$ cat src/hw/sfe_pkg.sv
package sfe_pkg;
   localparam logic [7:0] OP_HALF_BLOCK_ERASE = 8'h52;
   localparam logic [7:0] OP_FULL_BLOCK_ERASE = 8'hd8;
   localparam logic [7:0] OP_CHIP_ERASE_A = 8'h60;
   localparam logic [7:0] OP_CHIP_ERASE_B = 8'hc7;
   localparam logic [7:0] OP_MAKER_DEVICE_ID_READ = 8'h90;
   localparam logic [7:0] OP_IDENTIFICATION_READ = 8'h9f;
   localparam logic [7:0] OP_UNIQUE_ID_READ = 8'h4b;
   localparam logic [7:0] OP_SECURE_ERASE = 8'h44;
   localparam logic [7:0] OP_WRITE_ENABLE_CMD = 8'h06;
   localparam logic [7:0] ERASED_BYTE = 8'hff;
   localparam int OPCODE_BITS = 8;
   localparam int ADDR_END_BITS = 32;
   localparam int UID_START_BITS = 40;
   localparam int SECURE_REG_BYTES = 1024;
   localparam int SECURE_REG_COUNT = 3;
   localparam int CLK_MHZ = 200;
   localparam int HALF_BLOCK_ERASE_TIME_US = 150000;
   localparam int FULL_BLOCK_ERASE_TIME_US = 200000;
   localparam int CHIP_ERASE_TIME_US = 20000000;
   localparam int SECTOR_ERASE_TIME_US = 45000;
   localparam longint HALF_BLOCK_ERASE_CYCLES = longint'(HALF_BLOCK_ERASE_TIME_US) * CLK_MHZ;
   localparam longint FULL_BLOCK_ERASE_CYCLES = longint'(FULL_BLOCK_ERASE_TIME_US) * CLK_MHZ;
   localparam longint CHIP_ERASE_CYCLES = longint'(CHIP_ERASE_TIME_US) * CLK_MHZ;
   localparam longint SECTOR_ERASE_CYCLES = longint'(SECTOR_ERASE_TIME_US) * CLK_MHZ;
   localparam logic [3:0] ERASE_HALF = 4'h1;
   localparam logic [3:0] ERASE_FULL = 4'h2;
   localparam logic [3:0] ERASE_CHIP = 4'h4;
   localparam logic [3:0] ERASE_SECURE = 4'h8;
   typedef struct packed {
      logic [4:0] blockProtect;
      logic protectComplement;
      logic [2:0] secureRegLock;
   } sfe_prot_t;
   typedef struct packed {
      logic writeInProgress;
      logic writeEnableLatch;
   } sfe_status_t;
   typedef struct packed {
      logic go;
      logic [3:0] kind;
      logic [23:0] base;
      logic [1:0] secureSel;
   } sfe_erase_t;
endpackage

$ cat src/hw/sfe_erase_timer.sv
`timescale 1ns/10ps
module sfe_erase_timer
   import sfe_pkg::*;
#(
   parameter longint HALF_CYC = HALF_BLOCK_ERASE_CYCLES,
   parameter longint FULL_CYC = FULL_BLOCK_ERASE_CYCLES,
   parameter longint CHIP_CYC = CHIP_ERASE_CYCLES,
   parameter longint SECT_CYC = SECTOR_ERASE_CYCLES
) (
   input wire logic clk,
   input wire logic srst,
   input wire logic start,
   input wire logic [3:0] kind,
   output logic busy,
   output logic done
);
   logic [39:0] count;
   logic [39:0] next_count;
   logic next_busy;
   logic next_done;
   function automatic logic [39:0] cyclesFor(input logic [3:0] k);
      if (k == ERASE_HALF) begin
         return HALF_CYC[39:0];
      end else if (k == ERASE_FULL) begin
         return FULL_CYC[39:0];
      end else if (k == ERASE_CHIP) begin
         return CHIP_CYC[39:0];
      end else begin
         return SECT_CYC[39:0];
      end
   endfunction
   always_comb begin
      next_count = count;
      next_busy = busy;
      next_done = 1'b0;
      if (start && !busy) begin
         next_count = cyclesFor(kind) - 40'h1;
         next_busy = 1'b1;
      end else if (busy) begin
         if (count == 40'h0) begin
            next_busy = 1'b0;
            next_done = 1'b1;
         end else begin
            next_count = count - 40'h1;
         end
      end
   end
   always_ff @(posedge clk) begin
      if (srst) begin
         count <= 40'h0;
         busy <= 1'b0;
         done <= 1'b0;
      end else begin
         count <= next_count;
         busy <= next_busy;
         done <= next_done;
      end
   end
endmodule

$ cat src/hw/sfe_flash_cmd.sv
`timescale 1ns/10ps
// Overview of operation
// - opcode 52h plus 24-bit address erases the 32KB block holding that address
// - opcode D8h plus 24-bit address erases the 64KB block holding that address
// - opcodes 60h and C7h both erase the chip, opcode only
// - block and secure erases run only if deselect follows bit 32 exactly
// - chip erase runs only if deselect follows bit 8 exactly
// - valid erase starts a self-timed cycle with its own duration at deselect
// - write in progress is 1 during the cycle, 0 after; status readable
// - write enable latch cleared as the erase cycle ends, on the same clock as write in progress drops
// - erase of a protected block is dropped and the latch cleared
// - chip erase only with protect bits 2-0 all 0/complement 0 or all 1/complement 1
// - 90h plus zero address returns maker id then device id, msb first
// - 9Fh returns maker code, memory type, capacity on falling edges
// - identification read during a busy cycle is not decoded
// - raising chip select ends any id output; device returns to standby
// - 4Bh, zero address, dummy byte, then a 128-bit unique id
// - three 1024-byte secure registers erased by 44h with sector erase time
// - secure address: 23-16 zero, 15-12 picks 1..3, 11-10 zero, 9-0 ignored
// - locked secure register erase is ignored and the latch cleared
module sfe_flash_cmd
   import sfe_pkg::*;
#(
   parameter logic [7:0] MAKER_ID = 8'h5a,
   parameter logic [7:0] DEVICE_ID = 8'h33,
   parameter logic [7:0] MEM_TYPE = 8'h61,
   parameter logic [7:0] CAPACITY = 8'h17,
   parameter logic [127:0] UNIQUE_ID = 128'h0123_4567_89ab_cdef_fedc_ba98_7654_3210,
   parameter logic [6:0] SEC_ADDR_BITS = 7'd6,
   parameter longint HALF_CYC = HALF_BLOCK_ERASE_CYCLES,
   parameter longint FULL_CYC = FULL_BLOCK_ERASE_CYCLES,
   parameter longint CHIP_CYC = CHIP_ERASE_CYCLES,
   parameter longint SECT_CYC = SECTOR_ERASE_CYCLES
) (
   input wire logic clk,
   input wire logic srst,
   input wire logic csN,
   input wire logic sclk,
   input wire logic si,
   input wire logic [8:0] protIn,
   input wire logic [7:0] readAddr,
   output logic so,
   output logic soEn,
   output logic writeInProgress,
   output logic writeEnableLatch,
   output logic [23:0] eraseBase,
   output logic [3:0] eraseKind,
   output logic erasePulse,
   output logic [7:0] readByte
);
   // idle/shifting/output states
   typedef enum logic [2:0] {
      ST_IDLE = 3'b001,
      ST_IN = 3'b010,
      ST_OUT = 3'b100
   } sfe_state_t;
   sfe_prot_t prot;
   assign prot = protIn;
   logic [2:0] csSync, sclkSync;
   logic [1:0] siSync;
   logic [2:0] next_csSync, next_sclkSync;
   logic [1:0] next_siSync;
   always_comb begin
      next_csSync = {csSync[1:0], csN};
      next_sclkSync = {sclkSync[1:0], sclk};
      next_siSync = {siSync[0], si};
   end
   always_ff @(posedge clk) begin
      if (srst) begin
         csSync <= 3'b111;
         sclkSync <= 3'b000;
         siSync <= 2'b00;
      end else begin
         csSync <= next_csSync;
         sclkSync <= next_sclkSync;
         siSync <= next_siSync;
      end
   end
   logic csLow, csRise, csFall, sRise, sFall;
   assign csLow = !csSync[1];
   assign csRise = csSync[1] && !csSync[2];
   assign csFall = !csSync[1] && csSync[2];
   assign sRise = sclkSync[1] && !sclkSync[2];
   assign sFall = !sclkSync[1] && sclkSync[2];

   sfe_state_t state, next_state;
   logic [6:0] bitCnt, next_bitCnt;
   logic [31:0] shiftIn, next_shiftIn;
   logic [7:0] opcode, next_opcode;
   logic [127:0] outReg, next_outReg;
   logic next_so, next_soEn, next_wel, next_erasePulse;
   logic [23:0] next_eraseBase;
   logic [3:0] next_eraseKind;
   logic [7:0] next_readByte;
   logic [2:0] erasedSec, next_erasedSec;
   logic timerStart;
   logic [3:0] timerKind;
   logic busy, done;

   function automatic logic blockProtected(input logic [23:0] a, input sfe_prot_t p);
      // simplified map: nonzero protect bits 2-0 guard the top region unless complemented
      logic hit;
      hit = 1'b0;
      if (p.blockProtect[2:0] != 3'b000) begin
         hit = (a[22:20] >= (3'd7 - p.blockProtect[2:0] + 3'd1));
         if (p.protectComplement) begin
            hit = !hit;
         end
      end else if (p.protectComplement) begin
         hit = 1'b1;
      end
      return hit;
   endfunction

   function automatic logic chipAllowed(input sfe_prot_t p);
      return (p.blockProtect[2:0] == 3'b000 && !p.protectComplement) ||
             (p.blockProtect[2:0] == 3'b111 && p.protectComplement);
   endfunction

   always_comb begin
      next_state = state;
      next_bitCnt = bitCnt;
      next_shiftIn = shiftIn;
      next_opcode = opcode;
      next_outReg = outReg;
      next_so = so;
      next_soEn = soEn;
      next_wel = writeEnableLatch;
      next_erasePulse = 1'b0;
      next_eraseBase = eraseBase;
      next_eraseKind = eraseKind;
      next_erasedSec = erasedSec;
      next_readByte = erasedSec[readAddr[1:0] == 2'd0 ? 0 : 2'(readAddr[1:0] - 2'd1)] ? ERASED_BYTE : 8'h00;
      timerStart = 1'b0;
      timerKind = ERASE_SECURE;
      if (done) begin
         next_wel = 1'b0;
      end
      case (state)
         ST_IDLE: begin
            if (csFall) begin
               next_state = ST_IN;
               next_bitCnt = 7'd0;
               next_opcode = 8'h00;
            end
         end
         ST_IN: begin
            if (csRise) begin
               next_state = ST_IDLE;
               if (!busy && bitCnt == 7'(OPCODE_BITS) && opcode == OP_WRITE_ENABLE_CMD) begin
                  next_wel = 1'b1;
               end else if (!busy && writeEnableLatch) begin
                  if ((opcode == OP_CHIP_ERASE_A || opcode == OP_CHIP_ERASE_B) &&
                      bitCnt == 7'(OPCODE_BITS)) begin
                     if (chipAllowed(prot)) begin
                        timerStart = 1'b1;
                        timerKind = ERASE_CHIP;
                        next_eraseBase = 24'h0;
                        next_erasedSec = 3'b000;
                     end else begin
                        next_wel = 1'b0;
                     end
                  end else if ((opcode == OP_HALF_BLOCK_ERASE || opcode == OP_FULL_BLOCK_ERASE) &&
                               bitCnt == 7'(ADDR_END_BITS)) begin
                     if (blockProtected(shiftIn[23:0], prot)) begin
                        next_wel = 1'b0;
                     end else if (opcode == OP_HALF_BLOCK_ERASE) begin
                        timerStart = 1'b1;
                        timerKind = ERASE_HALF;
                        next_eraseBase = {shiftIn[23:15], 15'h0};
                     end else begin
                        timerStart = 1'b1;
                        timerKind = ERASE_FULL;
                        next_eraseBase = {shiftIn[23:16], 16'h0};
                     end
                  end else if (opcode == OP_SECURE_ERASE && bitCnt == 7'(ADDR_END_BITS) &&
                               shiftIn[23:16] == 8'h00 && shiftIn[11:10] == 2'b00 &&
                               shiftIn[15:12] >= 4'h1 && shiftIn[15:12] <= 4'(SECURE_REG_COUNT)) begin
                     if (prot.secureRegLock[2'(shiftIn[13:12] - 2'd1)]) begin
                        next_wel = 1'b0;
                     end else begin
                        timerStart = 1'b1;
                        timerKind = ERASE_SECURE;
                        next_eraseBase = {shiftIn[23:10], 10'h0};
                        next_erasedSec[2'(shiftIn[13:12] - 2'd1)] = 1'b1;
                     end
                  end
               end
               if (timerStart) begin
                  next_erasePulse = 1'b1;
                  next_eraseKind = timerKind;
               end
            end else if (sRise) begin
               next_shiftIn = {shiftIn[30:0], siSync[1]};
               next_bitCnt = bitCnt + 7'd1;
               if (bitCnt == 7'(OPCODE_BITS - 1)) begin
                  next_opcode = {shiftIn[6:0], siSync[1]};
                  if ({shiftIn[6:0], siSync[1]} == OP_IDENTIFICATION_READ && !busy) begin
                     next_state = ST_OUT;
                     next_outReg = {MAKER_ID, MEM_TYPE, CAPACITY, 104'h0};
                  end
               end
               if (bitCnt == 7'(ADDR_END_BITS - 1) && opcode == OP_MAKER_DEVICE_ID_READ) begin
                  next_state = ST_OUT;
                  next_outReg = {MAKER_ID, DEVICE_ID, 112'h0};
               end
               if (bitCnt == 7'(UID_START_BITS - 1) && opcode == OP_UNIQUE_ID_READ) begin
                  next_state = ST_OUT;
                  next_outReg = UNIQUE_ID;
               end
            end
         end
         ST_OUT: begin
            if (csRise) begin
               next_state = ST_IDLE;
               next_soEn = 1'b0;
            end else if (sFall) begin
               next_so = outReg[127];
               next_soEn = 1'b1;
               next_outReg = {outReg[126:0], 1'b0};
            end
         end
         default: begin
            next_state = ST_IDLE;
         end
      endcase
   end

   always_ff @(posedge clk) begin
      if (srst) begin
         state <= ST_IDLE;
         bitCnt <= 7'd0;
         shiftIn <= 32'h0;
         opcode <= 8'h00;
         outReg <= 128'h0;
         so <= 1'b0;
         soEn <= 1'b0;
         writeEnableLatch <= 1'b0;
         erasePulse <= 1'b0;
         eraseBase <= 24'h0;
         eraseKind <= 4'h0;
         erasedSec <= 3'b000;
         readByte <= 8'h00;
         writeInProgress <= 1'b0;
      end else begin
         state <= next_state;
         bitCnt <= next_bitCnt;
         shiftIn <= next_shiftIn;
         opcode <= next_opcode;
         outReg <= next_outReg;
         so <= next_so;
         soEn <= next_soEn;
         writeEnableLatch <= next_wel;
         erasePulse <= next_erasePulse;
         eraseBase <= next_eraseBase;
         eraseKind <= next_eraseKind;
         erasedSec <= next_erasedSec;
         readByte <= next_readByte;
         writeInProgress <= busy || timerStart;
      end
   end

   sfe_erase_timer #(
      .HALF_CYC(HALF_CYC),
      .FULL_CYC(FULL_CYC),
      .CHIP_CYC(CHIP_CYC),
      .SECT_CYC(SECT_CYC)
   ) u_timer (
      .clk(clk),
      .srst(srst),
      .start(timerStart),
      .kind(timerKind),
      .busy(busy),
      .done(done)
   );
endmodule

$ cat config.mk
export PLATFORM = sky130hd
export DESIGN_NAME = sfe_flash_cmd
export DESIGN_NICKNAME = d
export VERILOG_FILES = /design/src/hw/sfe_pkg.sv /design/src/hw/sfe_erase_timer.sv /design/src/hw/sfe_flash_cmd.sv
export SDC_FILE = /design/constraint.sdc
export NUM_CORES = 1
export LEC_CHECK = 0
export BUFFER_PORTS_ARGS = -buffer_cell sky130_fd_sc_hd__buf_2
export CAP_MARGIN = 20
export CORE_UTILIZATION = 45
export CTS_CLUSTER_SIZE = 12
export DETAILED_ROUTE_END_ITERATION = 8
export GPL_ROUTABILITY_DRIVEN = 0
export PLACE_DENSITY_LB_ADDON = 0.15
export SETUP_SLACK_MARGIN = 0.15
export SYNTH_ARGS = -nofsm -noshare
export SYNTH_HDL_FRONTEND = slang
export SYNTH_SLANG_ARGS = --single-unit
$ cat constraint.sdc
create_clock -name clk -period 12.03 [get_ports clk]
set_input_delay 1.203 -clock clk [delete_from_list [all_inputs] [get_ports clk]]
set_output_delay 1.203 -clock clk [all_outputs]
set_load 0.01 [all_outputs]
[Word-level counts from Yosys, hierarchy flattened]
Index checks and enable logic that the tools add are counted.
Word-level totals
  bits in registers: 264
  latch bits: 0
  RAM bits: 0
  memory bits (read-only): 0
  input bits: 22
  output and inout bits: 41
  memories: 0
Cells by class
  $add $sub $neg: 7
  $mul: 0
  div/mod/pow operators: 0
  $lt $le $gt $ge: 6
  eq/ne operators: 39
  shift operators: 0
  muxes and demuxes: 102
  bitwise gates (word level): 5
  reduce and logical (&&, ||, !) cells: 57
Operators by type and width (count)
  $mux 128: 8
  $pmux 128 s2: 1
  $mux 40: 6
  $mux 24: 6
  $sub 40x1->40 const B: 2
  $mux 1: 42
  $logic_not 40->1: 1
  $mux 8: 5
  $mux 3: 13
  $eq 8x7->1 const B: 4
  $eq 8x8->1 const B: 4
  $mux 32: 1
  $mux 4: 8
  $logic_and 1x1->1: 21
  $mux 7: 3
  $ne 2x2->1 const B: 9
  $mux 16: 1
  $pmux 8 s2: 1
  $reduce_and 8->1: 2
  $eq 7x6->1 const B: 2
  $pmux 7 s2: 1
  $ne 5x5->1 const B: 2
  $reduce_and 5->1: 2
  $reduce_bool 2->1: 5
  other kinds (39): 66

[Logic depth before layout (Yosys ltp)]
Gate-level depths: netlist (run 1).
  depth after elaboration: 26
  gate-level depth with buffers: 18
  depth with buffers taken out: 17

[Modules after synthesis]
Synthesis (run 1) repeated with hierarchy kept, for this count alone.
Unflattened totals
  cells, all modules: 1329
  area total of the unflattened synthesis: 11209.5 µm²
By module, submodules not included
  sfe_flash_cmd: times used 1, cells each 973, area an instance 8516.9 µm²
  sfe_erase_timer: times used 1, cells each 356, area an instance 2692.6 µm²

[Worst setup path before layout (run 1)]
Ideal clock, no wire load.
  kind: input-to-reg
  start: input port protIn[4]
  end: register u_timer.count[36]
  setup time: 0.121 ns
  arrival time: 4.941 ns
  required time: 11.909 ns
  setup slack: 6.968 ns
  stages: 18
  path buffers: 1
  cell sequence: inv_1 -> ha_1 -> ha_1 -> inv_1 -> ha_1 -> a21o_1 -> a31oi_1 -> o211ai_1 -> o211ai_1 -> nand2_1 -> clkbuf_1 -> nand2_1 -> ha_1 -> and4_1 -> nand3_1 -> or4b_1 -> nor4_1 -> mux2_2
Between the ends
  word-level cells in the longest chain between the ends: 26
Ends and longest elaborated chain
  start, declared: line sfe_flash_cmd.sv:40  | input wire logic [8:0] protIn,
  $sub 3x3->3: line sfe_flash_cmd.sv:105  | hit = (a[22:20] >= (3'd7 - p.blockProtect[2:0] + 3'd1));
  $add 3x1->3: line sfe_flash_cmd.sv:105
  $ge 3x3->1: line sfe_flash_cmd.sv:105
  $logic_not 1->1: line sfe_flash_cmd.sv:107  | hit = !hit;
  $mux 1: line sfe_flash_cmd.sv:106  | if (p.protectComplement) begin
  $mux 1: line sfe_flash_cmd.sv:104  | if (p.blockProtect[2:0] != 3'b000) begin
  $mux 1: line sfe_flash_cmd.sv:163  | end else if ((opcode == OP_HALF_BLOCK_ERASE || opcode == OP_FULL_BLOCK_ERASE) &&
  $mux 1: line sfe_flash_cmd.sv:153  | if ((opcode == OP_CHIP_ERASE_A || opcode == OP_CHIP_ERASE_B) &&
  [10 not listed]
  $mux 4: line sfe_flash_cmd.sv:139  | case (state)
  $eq 4x3->1: line sfe_erase_timer.sv:26  | end else if (k == ERASE_CHIP) begin
  $mux 32: line sfe_erase_timer.sv:26
  $mux 40: line sfe_erase_timer.sv:24  | end else if (k == ERASE_FULL) begin
  $mux 40: line sfe_erase_timer.sv:22  | if (k == ERASE_HALF) begin
  $mux 40: line sfe_erase_timer.sv:36  | if (start && !busy) begin
  $sub 40x1->40: line sfe_erase_timer.sv:37  | next_count = cyclesFor(kind) - 40'h1;
  $mux 40: line sfe_erase_timer.sv:36
  end signal, assigned: line sfe_erase_timer.sv:54  | count <= next_count;
  end, declared: line sfe_erase_timer.sv:17  | logic [39:0] count;
Several ways; a longest one is shown, not always the timed one. The select of a mux whose other input is x is not followed.
A chain may end at the register's enable or synchronous reset.

[Worst setup path in the final report (run 1)]
Ends and elaborated chain as after synthesis.

==> out/results.ini, run 1 <==
[synth]
synth_edf_count=0
synth_top_cell_area_share_pct=44.1
synth_top_area_cell=dfxtp_1
ys_warn_count=0
synth.distinct_cells=74
syn_inst=1372
ys_ff_latch=243
synth.area.top_cells=dfxtp_1 44%, nand2_1 7.2%, nor2_1 6.6%
synth_commonest_cells=243 x dfxtp_1, 212 x nand2_1, 195 x nor2_1, 97 x a21oi_1, 91 x clkbuf_1
yosysMostFrequentCell=dfxtp_1
synth-seq-area-share_pct=44.1
async_flop_share_pct=0
syn_area_um2=11000
avgSynthCellArea_um2=8.04
synth-main-ff-cell=dfxtp_1

[power]
ir_drop_mv=0.0909
p_leak_nw=4.24
p_per_area_nw_per_um2=135

[grt]
grt_overflow_total=0
grt_use_total_pct=21.7
grt_antenna_before_repair=0
grt_max_degree=104
first_global_vias=8503
grt_pass1_wl_um=44400

[worst_setup_path]
crit_chain=buf_2 -> inv_1 -> ha_1 -> ha_1 -> inv_1 -> ha_1 -> a21o_1 -> a31oi_1 -> o211ai_1 -> o211ai_1 -> nand2_1 -> nand2_1 -> ha_1 -> and4_1 -> nand3_1 -> or4b_1 -> nor4_1 -> mux2_2
max_stage_delay_ns=0.56
end_kind=flop
crit_type=in2reg
worst_path_most_repeated_cell=ha_1
cp_max_fo=15
cp.arrival_ns=6.05
start_kind=input port
crit_required_ns=12.46
crit_slowest_cell=or4b_1
reg2reg_slack_ns=6.84

[placement]
place_hpwl_um=17200
placed_area_um2=11400
placed_cells=1646
place_ws_ns=5.90
portBuffers=44

[detailed_routing]
ant_nets=0
drc=0
drt-vias-per-instance=5.74
firstDrtPassIters=5
wl_per_cell_um=16.2
drt_wl_total_um=27400
first_iter_violations=818
vias=9719

[timing]
hold_viol=0
hold_ws_ns=0.412
max_freq_mhz=178
fin_worst_skew_ns=0.0253
fin_tns_setup_ns=0
slew_headroom_pct=35.7
worst_pin_slew_ns=0.964
final_period_minus_worst_setup_slack_ns=5.63
rsz0062_at_grt=no
finalCritPeriodShare_pct=46.8
finalMaxSlewViolations=0
setup_violations=0
timing.final.ws_setup_ns=6.40

[cells_and_area]
stdcell_count=1694
fin_nets=1393
fin_area_um2=12200
layout-area-overhead-vs-synth_pct=10.8
diodes=0
drive_gt1_share_pct=9.67

[cts]
holdBufCountCts=0
clock_path_buffers=3
clk_pin_slew_ns=0.06
root_buffer=clkbuf_16
clock_latency_ns=0.54
cts.sinks=243
cts_tree=built
htreeDepth=1
cts.repair.resized=0
cts_setup_buffers=0
numCtsBuffers=27

[flow_run]
drv_cap=0

[run_status]
status=finished clean

[die]
fp.dieW_um=159
start_util_pct=46.4
num_rows=56
die_area_um2=25100
fp.dieH_um=159
pin_count=63
fp.coreArea_um2=23800

[worst_hold_path]
hp-class=reg2reg

final timing paths:
check / cells past startpoint / end / startpoint
max: 18 / u_timer.count[36] / protIn[4]
min: 1 / csSync[1] / csSync[0]
max reg2reg: 14 / u_timer.count[36] / shiftIn[12]
min reg2reg: 1 / csSync[1] / csSync[0]
kinds of logic after synthesis:
kind of cell	share of synthesized area, %
other	0.0340
buffers and inverters	5.07
XOR/XNOR	1.51
adder cells (fa/ha/maj)	1.59
AO/OA/AOI/OAI	20.7
AND/OR/NAND/NOR	26.3
flip-flops	44.1
multiplexers	0.669
registers in the layout, indices dropped and copies added (netlist names), 2 cells and up:
signal         flops
state              3
siSync             2
bitCnt             7
shiftIn           24
outReg           124
u_timer.count     40
eraseBase         14
sclkSync           3
eraseKind          4
erasedSec          3
csSync             3
opcode             8
cells in the final DEF (no fill, tap or decap), drive strengths merged, types with 13 or more instances in the layout:
| cell | netlist | final |
|---|---|---|
| dfxtp | 243 | 243 |
| nand2 | 212 | 212 |
| nor2 | 195 | 195 |
| a21oi | 98 | 98 |
| a311oi | 63 | 63 |
| buf | 22 | 59 |
| a22oi | 52 | 52 |
| nand3 | 42 | 42 |
| clkbuf | 91 | 42 |
| nor3 | 40 | 40 |
| o21ai | 34 | 34 |
| nor2b | 20 | 20 |
| inv | 18 | 18 |
| or3 | 18 | 18 |
| nor4 | 16 | 16 |
| ha | 14 | 14 |
| a211oi | 13 | 13 |
worst max-delay path, delay by kind of cell:
family / cells / cell delay (ns)
AND/OR/NAND/NOR: 6 / 2.08
buffers and inverters: 3 / 0.19
AO/OA/AOI/OAI: 4 / 1.21
multiplexers: 1 / 0.37
adder cells (fa/ha/maj): 4 / 0.99
through the flow:
step,util [%],total power [W]
CTS,51.4,0.00167
finish,51.5,0.00165
global placement,47.7,0.000870
floorplan,-,0.000861
global route,51.5,0.00171
detailed placement,47.8,0.000870
metal layers:
metal  GRT usage [%]  vias to the layer above  wire length [um]
li1                -                     4847                 -
met1            32.2                     4562             13400
met5               0                        -                 0
met3            2.99                       33              1550
met4            5.49                        0               447
met2            32.9                      277             12100
power by group:
group | switching, W | leakage, nW | total (W) | internal [W]
combinational | 0.0000310 | 1.86 | 0.0000433 | 0.0000123
sequential | 0.00000222 | 1.96 | 0.000809 | 0.000807
clock | 0.000324 | 0.421 | 0.000800 | 0.000475
cell type report:
cell class	count	area (um2)
clock buffers	41	798
clock inverters	6	61.3
fillers	2316	11500
inverters	19	71.3
multi-input cells	1006	5670
flip-flops and latches	243	4860
well taps	319	399
repair buffers	60	359
Power figures use the tool's default switching activity.
==> run 2: changes to the inputs <==
==> constraint.sdc (replaced) <==
create_clock -name clk -period 4.71 [get_ports clk]
set_input_delay 0.471 -clock clk [delete_from_list [all_inputs] [get_ports clk]]
set_output_delay 0.471 -clock clk [all_outputs]
set_load 0.01 [all_outputs]
==> out/results.ini, run 2 (synthesized netlist as in run 1, its figures left out) <==
[power]
ir_drop_mv=0.239
p_leak_nw=4.36
p_per_area_nw_per_um2=344

[cts]
cts.repair.resized=0
clock_latency_ns=0.53
clk_pin_slew_ns=0.06
holdBufCountCts=0
root_buffer=clkbuf_16
numCtsBuffers=27
cts.sinks=243
clock_path_buffers=3
cts_tree=built
cts_setup_buffers=0
htreeDepth=1

[worst_setup_path]
crit_type=reg2reg
cp_max_fo=6
crit_chain=inv_1 -> ha_1 -> mux2i_1 -> o21ai_0 -> or4b_2 -> o211ai_1 -> nand2_1 -> nand2_1 -> ha_1 -> and4_1 -> nand3_1 -> or4b_1 -> nor4_2 -> mux2_2
crit_slowest_cell=or4b_2
cpLargestDelayFamily=simple AND/OR/NAND/NOR gates
path_buf_inv=1
max_stage_delay_ns=0.79
end_kind=flop
start_kind=flop
crit_required_ns=5.13
cp.arrival_ns=4.72

[timing]
setup_violations=0
fin_worst_skew_ns=0.0139
max_freq_mhz=233
worst_pin_slew_ns=0.911
timing.final.ws_setup_ns=0.413
final_period_minus_worst_setup_slack_ns=4.30
hold_viol=0
slew_headroom_pct=39.2
finalCritPeriodShare_pct=91.2
fin_tns_setup_ns=0
finalMaxSlewViolations=0
rsz0062_at_grt=no

[cells_and_area]
diodes=0
layout-area-overhead-vs-synth_pct=12.7
layout.area.seq_um2=4860
fillers=2287
largest_reg_flops=124
drive_gt1_share_pct=11.3
layout_commonest_cell=dfxtp_1
fin_nets=1415
largestRegisters=outReg: 124 flops, u_timer.count: 40 flops, shiftIn: 24 flops
multiInputGateArea_um2=5680
mostFrequentLayoutCells=243 x dfxtp_1, 211 x nand2_1, 194 x nor2_1, 97 x a21oi_1, 63 x a311oi_1
top_register=outReg
fin_area_um2=12400

[detailed_routing]
vias=9895
drt_wl_total_um=27800
drt-vias-per-instance=5.77
drc=0
wl_per_cell_um=16.2
first_iter_violations=883
firstDrtPassIters=6
ant_nets=0

[grt]
grt_antenna_before_repair=0
grt_max_degree=91
grt_pass1_wl_um=45700
grt_use_total_pct=22.3
grt_overflow_total=0
first_global_vias=8838

[placement]
portBuffers=44
place_ws_ns=0.373
place_hpwl_um=17700
placed_area_um2=11500

[worst_hold_path]
hp-class=in2reg

[flow_run]
drv_cap=0

[die]
pin_count=63
num_rows=56
die_area_um2=25100
start_util_pct=46.4
fp.dieH_um=159
fp.coreArea_um2=23800
fp.dieW_um=159

[run_status]
status=finished clean

run 2: changes by cell type in the layout (fill, tap and decap cells not counted), sizes merged:
cell,delta
clkbuf,-5
buf,+23
bufinv,+1
inv,+1
run 2: per-layer routing:
metal	global-route usage [%]	part of all wire [%]	vias to the layer above
li1	-	-	4899
met1	32.7	48	4663
met2	33.9	44	289
met3	3.21	5.9	44
met4	6.09	2.0	0
met5	0	0	-
run 2: report_power, final:
part | leakage [nW] | switching [W] | internal (W) | total (W)
combinational | 1.97 | 0.0000816 | 0.0000353 | 0.000117
sequential | 1.96 | 0.00000459 | 0.00206 | 0.00207
clock | 0.435 | 0.000830 | 0.00126 | 0.00209
run 2: path summary, 6_finish.rpt:
check	from	endpoint	slack, ns	cells past startpoint
worst max-delay path	shiftIn[13]	u_timer.count[36]	0.41	14
worst min-delay path	csN	csSync[0]	0.12	2
worst max register to register	shiftIn[13]	u_timer.count[36]	0.41	14
worst min register to register	csSync[0]	csSync[1]	0.41	1
run 2: area by class of cell:
cell class,instances,share of cell area (%)
Inverter,19,0.574
Multi-Input combinational cell,1006,45.7
Clock inverter,8,0.806
Sequential cell,243,39.2
Clock buffer,37,6.30
Tap cell,319,3.21
Timing Repair Buffer,82,4.26
run 2: through the flow:
stage	std cells	total power, W	hold WS (ns)	utilization (%)
5_1_grt	1714	0.00442	0.118	52.3
3_5_place_dp	1667	0.00223	0.400	48.4
4_1_cts	1712	0.00432	0.106	52.1
3_3_place_gp	1667	0.00223	0.393	48.4
2_1_floorplan	1381	0.00220	0.389	-
6_report	1714	0.00427	0.124	52.3
==> run 3: changes to the inputs <==
--- a/config.mk
+++ b/config.mk
@@ -7,7 +7,9 @@
 export LEC_CHECK = 0
 export BUFFER_PORTS_ARGS = -buffer_cell sky130_fd_sc_hd__buf_2
 export CAP_MARGIN = 20
-export CORE_UTILIZATION = 45
+export CELL_PAD_IN_SITES_DETAIL_PLACEMENT = 2
+export CELL_PAD_IN_SITES_GLOBAL_PLACEMENT = 2
+export CORE_UTILIZATION = 33
 export CTS_CLUSTER_SIZE = 12
 export DETAILED_ROUTE_END_ITERATION = 8
 export GPL_ROUTABILITY_DRIVEN = 0
==> out/results.ini, run 3 (synthesized netlist as in run 1, its figures left out) <==
[timing]
hold_viol=0
setup_violations=0
fin_worst_skew_ns=0.0175
timing.final.ws_setup_ns=0.531
worst_pin_slew_ns=0.985
fin_tns_setup_ns=0
final_period_minus_worst_setup_slack_ns=4.18
rsz0062_at_grt=no
slew_headroom_pct=34.1
hold_ws_ns=0.107
max_freq_mhz=239
finalMaxSlewViolations=0
finalCritPeriodShare_pct=88.7

[cells_and_area]
largest_reg_flops=124
fin_nets=1424
drive_gt1_share_pct=12.3
mostFrequentLayoutCells=243 x dfxtp_1, 211 x nand2_1, 194 x nor2_1, 97 x a21oi_1, 63 x a311oi_1
largestRegisters=outReg: 124 flops, u_timer.count: 40 flops, shiftIn: 24 flops
top_register=outReg
layout_commonest_cell=dfxtp_1
diodes=0
layout-area-overhead-vs-synth_pct=15.7

[grt]
first_global_vias=10636
grt_overflow_total=0
grt_antenna_before_repair=0
grt_use_total_pct=21.1
grt_pass1_wl_um=58400
grt_max_degree=130

[detailed_routing]
firstDrtPassIters=4
wl_per_cell_um=19.2
drt_wl_total_um=35600
first_iter_violations=593
drt-vias-per-instance=5.54
vias=10260
ant_nets=0
drc=0

[power]
ir_drop_mv=0.275
p_per_area_nw_per_um2=352
p_leak_nw=4.46

[placement]
place_hpwl_um=23400
place_ws_ns=0.255
portBuffers=44

[worst_hold_path]
hp-class=in2reg
worst_hold_startpoint=csN

[die]
num_rows=66
fp.coreArea_um2=32700
pin_count=63
fp.dieW_um=185
fp.dieH_um=185
start_util_pct=33.7
die_area_um2=34200

[worst_setup_path]
path_buf_inv=1
crit_chain=inv_1 -> ha_1 -> mux2i_1 -> o21ai_0 -> or4b_4 -> o211ai_1 -> nand2_1 -> nand2_1 -> ha_1 -> and4_2 -> nand3_2 -> or4b_1 -> nor4_2 -> mux2_2
crit_type=reg2reg
max_stage_delay_ns=0.62
crit_path_start=shiftIn[13]
reg2reg_from=shiftIn[13]
start_kind=flop
end_kind=flop
crit_slowest_cell=or4b_4
cp.arrival_ns=4.62
cp_max_fo=6
cpLargestDelayFamily=simple AND/OR/NAND/NOR gates
crit_required_ns=5.15

[cts]
clock_path_buffers=3
cts_setup_buffers=0
cts.sinks=243
clock_latency_ns=0.56
numCtsBuffers=30
clk_pin_slew_ns=0.06
htreeDepth=1
root_buffer=clkbuf_16
cts_tree=built

[flow_run]
drv_cap=0

[run_status]
status=finished clean

run 3: cell count changes in the layout (fill, tap and decap cells not counted), moves of 2 or more:
cell	change
clkbuf_16	+4
buf_4	+6
nand3_2	+2
clkbuf_1	+6
nand3_1	-2
clkinv_2	+2
buf_12	+2
run 3: path summary, 6_finish.rpt:
kind	to	slack, ns	depth (start not counted)
worst max-delay path	u_timer.count[36]	0.53	14
worst min-delay path	csSync[0]	0.11	2
worst max register to register	u_timer.count[36]	0.53	14
worst min register to register	csSync[1]	0.43	1
run 3: layout make-up:
cell class,count,area [um2]
Inverter,19,71.3
Clock buffer,46,892
Timing Repair Buffer,88,582
Multi-Input combinational cell,1006,5700
Fill cell,3754,19900
Clock inverter,9,100
Tap cell,442,553
Sequential cell,243,4860
run 3: metrics by stage:
| stage | std cells | cell area [um2] | power (W) | utilization [%] |
|---|---|---|---|---|
| after floorplan | 1381 | 11100 | 0.00220 | - |
| after global placement | 1798 | 11700 | 0.00223 | 35.9 |
| after detailed placement | 1798 | 11700 | 0.00224 | 35.9 |
| after CTS | 1853 | 12700 | 0.00457 | 39.0 |
| after global routing | 1853 | 12800 | 0.00467 | 39.0 |
| final | 1853 | 12800 | 0.00450 | 39.0 |
run 3: metal layers:
metal  share of wire [%]  track usage, %  up-vias
met5                   0               0        -
met4                 1.9            4.73        0
met3                 2.9            2.20       44
met2                  47            35.1      133
met1                  48            29.4     5150
li1                    -               -     4933
run 3: report_power, final:
part	total [W]	switching, W	internal [W]
combinational	0.000124	0.0000873	0.0000363
clock	0.00231	0.000903	0.00140
sequential	0.00207	0.00000518	0.00206
total	0.00450	0.000995	0.00350
run 3: timing repair:
action | 4_1_cts | 5_1_grt
hold buffers | 0 | 0
setup endpoints to repair | 0 | 7
gates resized for setup | 0 | 6
